File: src/logic/hpc_pkg.sv
// Shared constants and types for the host-port pin control block.
package hpc_pkg;

  // --------------------------------------------------------------------------
  // Register selection codes
  // --------------------------------------------------------------------------
  localparam logic [1:0] HPC_SEL_CONTROL = 2'h0;
  localparam logic [1:0] HPC_SEL_DATA_INC = 2'h1;
  localparam logic [1:0] HPC_SEL_ADDRESS = 2'h2;
  localparam logic [1:0] HPC_SEL_DATA = 2'h3;

  // --------------------------------------------------------------------------
  // Reset values and timing
  // --------------------------------------------------------------------------
  localparam logic [15:0] HPC_ADDR_RST = 16'h0000;
  localparam logic [7:0]  HPC_DATA_RST = 8'h00;
  localparam int          HPC_FIFO_DEPTH = 8;
  localparam int          HPC_SYNC_STAGES = 2;
  localparam logic [16:0] HPC_SYNC_RST = 17'h001FE;

  typedef enum logic [1:0] {
    HPC_IDLE   = 2'b00,
    HPC_ACCESS = 2'b01,
    HPC_WAIT   = 2'b10,
    HPC_DONE   = 2'b11
  } hpc_state_t;

endpackage

File: src/logic/hpc_fifo.sv
// Small synchronous FIFO with valid/ready on both sides.
`timescale 1ns/100ps
module hpc_fifo #(
  parameter int WIDTH = 16,
  parameter int DEPTH = 8
) (
  input  wire logic             clk,
  input  wire logic             rst_n,
  input  wire logic [WIDTH-1:0] in_data,
  input  wire logic             in_valid,
  output logic                  in_ready,
  output logic [WIDTH-1:0]      out_data,
  output logic                  out_valid,
  input  wire logic             out_ready
);
  localparam int AW = $clog2(DEPTH);

  if (DEPTH < 2 || (1 << AW) != DEPTH) begin : g_bad_depth
    $error("hpc_fifo depth must be a power of two");
  end

  logic [WIDTH-1:0] mem_q [DEPTH];
  logic [AW:0]      wr_q;
  logic [AW:0]      rd_q;
  logic             push;
  logic             pop;

  assign in_ready  = (wr_q - rd_q) != (AW+1)'(DEPTH);
  assign out_valid = wr_q != rd_q;
  assign push      = in_valid && in_ready;
  assign pop       = out_valid && out_ready;
  assign out_data  = mem_q[rd_q[AW-1:0]];

  always_ff @(posedge clk) begin
    if (push) begin
      mem_q[wr_q[AW-1:0]] <= in_data;
    end
  end

  always_ff @(posedge clk or negedge rst_n) begin
    if (!rst_n) begin
      wr_q <= '0;
      rd_q <= '0;
    end else begin
      if (push) begin
        wr_q <= wr_q + 1'b1;
      end
      if (pop) begin
        rd_q <= rd_q + 1'b1;
      end
    end
  end
endmodule

File: src/logic/hpc_pin_control.sv
// Pin-level control of the 8-bit parallel host port.
//
// Overview of operation
// - Host read/write strobes on the two data strobes time each transfer.
// - Address strobe latches the presented address into the host address register.
// - Read/write select level sets direction of each transfer.
// - Ready output tells host when the next transfer may proceed.
// - Ready and interrupt outputs float while the output-disable condition holds.
// - Interrupt output signals host and stays high throughout reset.
// - With port disabled the interrupt pin may carry the timer one output.
// - Module enable is sampled at reset release; high enables the port.
// - Low or open module enable during reset disables the port.
// - Once disabled, module enable changes are ignored until next reset.
// - Strobe and control pullups are on while module enable is low, and also during reset and the two clocks after release.
// - Two register-select inputs route the access to one of three registers.
// - Byte identifier marks first or second byte of a word transfer.
// - Output disable is active: test reset low, emulation zero high, one low.
`timescale 1ns/100ps
module hpc_pin_control
  import hpc_pkg::*;
#(
  parameter int FIFO_DEPTH = HPC_FIFO_DEPTH
) (
  input  wire logic        clk,
  input  wire logic        rst_n,
  input  wire logic        host_data_strobe_a_n,
  input  wire logic        host_data_strobe_b_n,
  input  wire logic        host_address_strobe_n,
  input  wire logic        host_read_write_select,
  input  wire logic        host_chip_select_n,
  input  wire logic        register_select_low,
  input  wire logic        register_select_high,
  input  wire logic        byte_half_identifier,
  input  wire logic        host_port_module_enable,
  input  wire logic [7:0]  host_data_in,
  output logic [7:0]       host_data_out,
  output logic             host_data_oe,
  output logic             host_port_ready,
  output logic             host_port_ready_oe,
  output logic             host_interrupt_out,
  output logic             host_interrupt_oe,
  output logic             host_pullup_enable,
  input  wire logic        test_reset,
  input  wire logic        emulation_pin_zero,
  input  wire logic        emulation_one_or_disable,
  input  wire logic        timer_one_output,
  input  wire logic        timer_on_interrupt_pin,
  input  wire logic        host_interrupt_request,
  output logic [15:0]      host_address_register,
  output logic             port_enabled,
  output logic [17:0]      mem_req_data,
  output logic             mem_req_valid,
  input  wire logic        mem_req_ready,
  output logic             mem_req_write,
  input  wire logic [7:0]  mem_rd_data,
  input  wire logic        mem_rd_valid
);

  if (FIFO_DEPTH < 2 || (FIFO_DEPTH & (FIFO_DEPTH - 1)) != 0) begin : g_bad_depth
    $error("hpc_pin_control needs a FIFO depth that is a power of two");
  end

  // --------------------------------------------------------------------------
  // Input synchronisers
  // --------------------------------------------------------------------------
  localparam int NS = 17;
  logic [NS-1:0] raw;
  logic [NS-1:0] s1_q;
  logic [NS-1:0] s2_q;

  assign raw = {host_data_in, byte_half_identifier, register_select_high,
                register_select_low, host_chip_select_n, host_read_write_select,
                host_address_strobe_n, host_data_strobe_b_n, host_data_strobe_a_n,
                host_port_module_enable};

  // The first stage feeds only the second; all logic reads s2_q.
  always_ff @(posedge clk or negedge rst_n) begin
    if (!rst_n) begin
      s1_q <= HPC_SYNC_RST;
      s2_q <= HPC_SYNC_RST;
    end else begin
      s1_q <= raw;
      s2_q <= s1_q;
    end
  end

  logic       en_s;
  logic       strobe_s;
  logic       as_n_s;
  logic       rw_s;
  logic       cs_n_s;
  logic [1:0] sel_s;
  logic       bil_s;
  logic [7:0] din_s;

  assign en_s     = s2_q[0];
  assign strobe_s = !(s2_q[1] && s2_q[2]);
  assign as_n_s   = s2_q[3];
  assign rw_s     = s2_q[4];
  assign cs_n_s   = s2_q[5];
  assign sel_s    = s2_q[7:6];
  assign bil_s    = s2_q[8];
  assign din_s    = s2_q[16:9];

  // --------------------------------------------------------------------------
  // Module enable capture
  // --------------------------------------------------------------------------
  // The synchroniser shows its reset value for two clocks after release, so the
  // pin is caught only once it has passed both stages, then frozen.
  logic [1:0] settle_q;
  logic       captured_q;
  logic       enabled_q;

  always_ff @(posedge clk or negedge rst_n) begin
    if (!rst_n) begin
      settle_q   <= 2'h0;
      captured_q <= 1'b0;
      enabled_q  <= 1'b0;
    end else if (!captured_q) begin
      if (settle_q == 2'(HPC_SYNC_STAGES)) begin
        captured_q <= 1'b1;
        enabled_q  <= en_s;
      end else begin
        settle_q <= settle_q + 2'h1;
      end
    end
  end

  // After capture, later changes of the pin reach only the pullups, not port_enabled.
  assign port_enabled = enabled_q;

  // Pullups on while the enable pin reads low.
  assign host_pullup_enable = !en_s;

  // --------------------------------------------------------------------------
  // Address latch
  // --------------------------------------------------------------------------
  logic as_n_d1_q;
  logic as_fall;

  always_ff @(posedge clk or negedge rst_n) begin
    if (!rst_n) begin
      as_n_d1_q <= 1'b1;
    end else begin
      as_n_d1_q <= as_n_s;
    end
  end

  assign as_fall = as_n_d1_q && !as_n_s && !cs_n_s && enabled_q;

  // --------------------------------------------------------------------------
  // Transfer sequencer
  // --------------------------------------------------------------------------
  hpc_state_t state_q;
  logic       strobe_d1_q;
  logic       start;
  logic       fifo_in_ready;
  logic [7:0] rd_data_q;
  logic       rd_oe_q;

  always_ff @(posedge clk or negedge rst_n) begin
    if (!rst_n) begin
      strobe_d1_q <= 1'b0;
    end else begin
      strobe_d1_q <= strobe_s;
    end
  end

  // Accesses without chip select are not recognised.
  assign start = strobe_s && !strobe_d1_q && !cs_n_s && enabled_q;

  always_ff @(posedge clk or negedge rst_n) begin
    if (!rst_n) begin
      host_address_register <= HPC_ADDR_RST;
    end else if (as_fall) begin
      host_address_register <= {host_address_register[7:0], din_s};
    end else if (start && sel_s == HPC_SEL_ADDRESS && !rw_s && fifo_in_ready) begin
      if (bil_s) begin
        host_address_register[7:0] <= din_s;
      end else begin
        host_address_register[15:8] <= din_s;
      end
    end
  end

  always_ff @(posedge clk or negedge rst_n) begin
    if (!rst_n) begin
      state_q <= HPC_IDLE;
    end else begin
      case (state_q)
        HPC_IDLE: begin
          if (start && fifo_in_ready) begin
            state_q <= (rw_s && sel_s != HPC_SEL_ADDRESS) ? HPC_WAIT : HPC_DONE;
          end
        end
        HPC_WAIT: begin
          if (mem_rd_valid) begin
            state_q <= HPC_DONE;
          end
        end
        HPC_DONE: begin
          if (!strobe_s) begin
            state_q <= HPC_IDLE;
          end
        end
        default: state_q <= HPC_IDLE;
      endcase
    end
  end

  always_ff @(posedge clk or negedge rst_n) begin
    if (!rst_n) begin
      rd_data_q <= HPC_DATA_RST;
      rd_oe_q   <= 1'b0;
    end else begin
      if (state_q == HPC_WAIT && mem_rd_valid) begin
        rd_data_q <= mem_rd_data;
      end else if (start && rw_s && sel_s == HPC_SEL_ADDRESS) begin
        rd_data_q <= bil_s ? host_address_register[7:0] : host_address_register[15:8];
      end
      rd_oe_q <= strobe_s && rw_s && !cs_n_s && enabled_q;
    end
  end

  logic off_active;
  assign off_active = !test_reset && emulation_pin_zero && !emulation_one_or_disable;

  assign host_data_out = rd_data_q;
  assign host_data_oe  = rd_oe_q && !off_active;

  // Request word: select, byte identifier, read flag, data byte, then zero padding.
  logic [17:0] req_word;
  assign req_word = {sel_s, bil_s, rw_s, din_s, 6'h00};

  hpc_fifo #(.WIDTH(18), .DEPTH(FIFO_DEPTH)) u_fifo (
    .clk       (clk),
    .rst_n     (rst_n),
    .in_data   (req_word),
    .in_valid  (start && state_q == HPC_IDLE && sel_s != HPC_SEL_ADDRESS),
    .in_ready  (fifo_in_ready),
    .out_data  (mem_req_data),
    .out_valid (mem_req_valid),
    .out_ready (mem_req_ready)
  );

  assign mem_req_write = !mem_req_data[14];

  // --------------------------------------------------------------------------
  // Output pins
  // --------------------------------------------------------------------------

  // Not ready while a read waits on memory or the FIFO is full.
  assign host_port_ready    = state_q != HPC_WAIT && fifo_in_ready;
  assign host_port_ready_oe = !off_active;
  assign host_interrupt_oe  = !off_active;

  always_comb begin
    if (!rst_n) begin
      host_interrupt_out = 1'b1;
    end else if (!enabled_q && timer_on_interrupt_pin) begin
      host_interrupt_out = timer_one_output;
    end else begin
      host_interrupt_out = !host_interrupt_request;
    end
  end

  // --------------------------------------------------------------------------
  // Checks
  // --------------------------------------------------------------------------
  rdy_wait_a: assert property (@(posedge clk) disable iff (!rst_n)
    state_q == HPC_WAIT |-> !host_port_ready) else $error("ready high during pending read");
  off_float_a: assert property (@(posedge clk) disable iff (!rst_n)
    off_active |-> !host_port_ready_oe && !host_interrupt_oe) else $error("drive while off");
  en_frozen_a: assert property (@(posedge clk) disable iff (!rst_n)
    captured_q && $past(captured_q) |-> $stable(enabled_q)) else $error("enable changed");
  cs_ignore_a: assert property (@(posedge clk) disable iff (!rst_n)
    state_q == HPC_IDLE && cs_n_s |=> state_q == HPC_IDLE)
    else $error("transfer started without chip select");
  addr_latch_a: assert property (@(posedge clk) disable iff (!rst_n)
    as_fall |=> host_address_register[7:0] == $past(din_s)) else $error("address not latched");
  pullup_on_a: assert property (@(posedge clk) disable iff (!rst_n)
    captured_q |-> host_pullup_enable == !$past(host_port_module_enable, 2))
    else $error("pullup wrong");
  read_wait_a: assert property (@(posedge clk) disable iff (!rst_n)
    state_q == HPC_IDLE && start && fifo_in_ready && rw_s && sel_s != HPC_SEL_ADDRESS
    |=> state_q == HPC_WAIT) else $error("read did not wait");
  timer_pin_a: assert property (@(posedge clk) disable iff (!rst_n)
    !enabled_q && timer_on_interrupt_pin |-> host_interrupt_out == timer_one_output)
    else $error("timer not routed");
  dis_nostart_a: assert property (@(posedge clk) disable iff (!rst_n)
    !enabled_q |-> state_q == HPC_IDLE && !mem_req_valid) else $error("disabled port started");
  cov_read_c: cover property (@(posedge clk) state_q == HPC_WAIT ##[1:20] state_q == HPC_DONE);
  cov_write_c: cover property (@(posedge clk) start && !rw_s);
  cov_full_c: cover property (@(posedge clk) !fifo_in_ready);
endmodule

File: config.mk
export PLATFORM = sky130hd
export DESIGN_NAME = hpc_pin_control
export DESIGN_NICKNAME = d
export VERILOG_FILES = /design/src/logic/hpc_pkg.sv /design/src/logic/hpc_fifo.sv /design/src/logic/hpc_pin_control.sv
export SDC_FILE = /design/constraint.sdc
export NUM_CORES = 1
export LEC_CHECK = 0
export BUFFER_PORTS_ARGS = -buffer_cell sky130_fd_sc_hd__buf_2
export CAP_MARGIN = 20
export CELL_PAD_IN_SITES_DETAIL_PLACEMENT = 0
export CELL_PAD_IN_SITES_GLOBAL_PLACEMENT = 1
export CORE_UTILIZATION = 25
export DETAILED_ROUTE_END_ITERATION = 16
export PLACE_DENSITY = 0.49
export SLEW_MARGIN = 20
export SYNTH_ARGS = -nofsm -noshare
export SYNTH_HDL_FRONTEND = slang
export SYNTH_SLANG_ARGS = --single-unit
File: constraint.sdc
create_clock -name clk -period 8.69 [get_ports clk]
set_clock_uncertainty 0.15 [all_clocks]
set_input_delay 0.869 -clock clk [delete_from_list [all_inputs] [get_ports clk]]
set_output_delay 0.869 -clock clk [all_outputs]
set_load 0.02 [all_outputs]
==> run metrics <==
CP Capture Type=output pin; global-route wire length before repair=22.1 mm; insertion delay of the later-clocked pin in the worst-skew pair=0.42 ns; Slew Limit Fails=0; LEAKAGE=3.18 nW; largest net degree at the start of global routing=59; Detail Route Antenna Nets=0; # hold bufs at CTS=0; IO Port Bufs=79; dpl hpwl=9.62 mm; clock buffer depth=2; CP startpoint kind=register; CTS clock-pin slew for the worst setup and hold paths=0.07 ns; Setup-failing EPs final=0; CTS root buf=clkbuf_16; top-count cell post-synth=edfxtp_1; Clk pwr share=0.321; Peak VDD IR=147 uV; initial antenna violation count=0; P&R area growth vs syn=21.5%; Initial Util=0.255; sequential share of power=0.410; synth cell count leaders=edfxtp_1, nand2_1, dfrtp_1, mux4_2, o21ai_0; Synth async-reset ratio=0.439; CTS H-tree depth=4; f_max=240 MHz; crit-path cells=inv_1 -> ha_1 -> or4b_1 -> a21o_1 -> nor2_1 -> nor2_1 -> buf_2; synth unique cells=48; register area share after synthesis=0.718; io pins=86; Sw Ratio=0.327; via count=3575; reg-to-reg critical path startpoint=u_fifo.rd_q[2]; mean post-synth cell area=16.2 sq um; diode count=0; HP Class=input port to asynchronous set/reset pin; Post-CTS Resized=0; dominant synthesized flop cell=edfxtp_1; layout cells sized above 1=0.346; DRT Wirelength=14.1 mm; fin crit share=0.479; measured slew at the worst slew-check pin=0.892 ns; Routed WL per cell=16.5 um; share of the synthesized area in the top cell type=0.433; Mapped Cells=412; DR DRC count=6; number of enable flip-flop cells after synthesis=96; cell mode on critical path=nor2_1; number of global-route vias before repair=3865; Tmin final=4.16 ns; largest cells by area after synthesis=edfxtp_1, dfrtp_1, mux4_2; CTS tree=built; Final nets=545; 1st-iter DRT viols=153; Worst path slowest cell=dfrtp_1; failing checks=DRC; Synth area leader=edfxtp_1; power per cell area=304 mW/mm^2; Internal Pwr Total=0.00165 W; vias per inst=4.20; Placer Congestion=0.715; logic gate share of total power=0.269; Tot GR Track Use=0.111; Die Footprint=0.0273 sq mm; Req. time, crit path=7.67 ns; worst-case reg-to-reg path depth=7; Post-Syn Area=0.00666 sq mm; gr ovfl total=0; WS Path Type=register to output pin; reg-to-reg slack, setup=4.71 ns; Hold Slack=0.170 ns; placement row count=59; Setup TNS=0 ns; setup repair bufs after CTS=0; critical path arrival=3.14 ns; Clock Sink Count=171; Max Cap Viol=0; final hold violations=0; CP peak stage delay=0.70 ns; TritonCTS Buffers=17; RSZ-0062 raised after global routing=false; drt pass-1 iters=10; #FFs+latches synth=171; switching power=0.000806 W; Max-slew headroom=0.401; Ys Warns=0; Die H=165 um; status=finished with violations; die width=165 um; Core ar.=0.0261 sq mm; Worst Path Max Fanout=15; Reg-to-Reg End=u_fifo.mem_q[4][11]
-- flip-flops by register name, summed over array words and instances (netlist names), 2 cells and up --
register	flops
host_address_register	16
u_fifo.wr_q	4
u_fifo.mem_q	96
u_fifo.rd_q	4
s1_q	17
state_q	2
s2_q	17
host_data_out	8
settle_q	2
-- stage by stage --
stage | area [sq um] | setup WS, ns | cells | total power, W | utilization
after floorplan | 6680 | 4.54 | 417 | 0.00148 | -
after global placement | 7470 | 4.70 | 819 | 0.00170 | 0.286
after detailed placement | 7480 | 4.58 | 820 | 0.00170 | 0.286
after CTS | 8090 | 4.43 | 852 | 0.00250 | 0.310
after global routing | 8090 | 4.27 | 852 | 0.00261 | 0.310
final | 8090 | 4.53 | 852 | 0.00246 | 0.310
-- worst max path at each step --
stage                   startpoint                  to  slack (ns)  cells after the start
finish              u_fifo.rd_q[2]     host_port_ready        4.53                      7
floorplan           u_fifo.rd_q[1]  u_fifo.mem_q[0][0]        4.54                     10
global placement    u_fifo.rd_q[2]  u_fifo.mem_q[4][6]        4.70                      7
detailed placement  u_fifo.rd_q[2]  u_fifo.mem_q[4][6]        4.58                      7
global route        u_fifo.rd_q[2]     host_port_ready        4.27                      7
CTS                 u_fifo.rd_q[2]     host_port_ready        4.43                      7
-- routing by layer --
layer | up-vias | wire [um] | global-route usage
li1 | 1690 | - | -
met1 | 1786 | 6760 | 0.150
met2 | 86 | 6600 | 0.173
met3 | 13 | 528 | 0.0277
met4 | 0 | 160 | 0.0375
met5 | - | 0 | 0
-- cell families after synthesis --
group | count (synthesis) | share of synthesized area
flops | 171 | 0.718
xor+xnor | 8 | 0.0116
fa+ha+maj | 6 | 0.0113
other cells | 1 | 0.000563
mux | 50 | 0.123
simple gates | 105 | 0.0725
buf+inv | 32 | 0.0237
compound gates | 39 | 0.0400
-- critical path: cells and delay by family (launching register included) --
family | cells | cell delay, ns
and+or+nand+nor | 3 | 0.75
DFF | 1 | 0.70
buffers and inverters | 2 | 0.53
adders and majority gates | 1 | 0.46
AOI/OAI and AO/OA | 1 | 0.27
-- layout by cell type (no fill, tap or decap), types with 2 or more instances in the layout --
cell and instances:
buf_4 11, dfstp_2 17, mux2_1 2, o21ai_4 2, inv_6 4, edfxtp_1 96, nand2b_1 4, nor2b_1 3
xnor2_1 5, bufinv_16 3, nor4_2 2, buf_2 79, mux2i_1 16, inv_1 10, and2_1 2, o21ai_0 21
a21oi_1 8, nand3_1 4, ha_1 6, conb_1 6, dfrtp_1 58, nor2_1 12, clkbuf_16 17, mux4_2 24
inv_8 2, nand2_1 61, nor3_1 6, o31ai_1 2, mux2_2 7, clkinv_4 3, xor2_1 2
-- power by group through the flow --
stage	clock, W	combinational, W	sequential [W]
after floorplan	0	0.000439	0.00104
after global placement	0	0.000670	0.00103
after detailed placement	0	0.000677	0.00103
after CTS	0.000812	0.000679	0.00101
after global routing	0.000849	0.000735	0.00102
final	0.000789	0.000662	0.00101
-- layout make-up --
class                   instances  area, sq um
inverters                      10         37.5
repair buffers                 90          478
clock buffers                  18          429
clock inverters                14          185
multi-input cells             214         1760
well taps                     335          419
flip-flops and latches        171         4780
fillers                      2674        18000
Note: power is estimated with default switching activity, not from simulation.
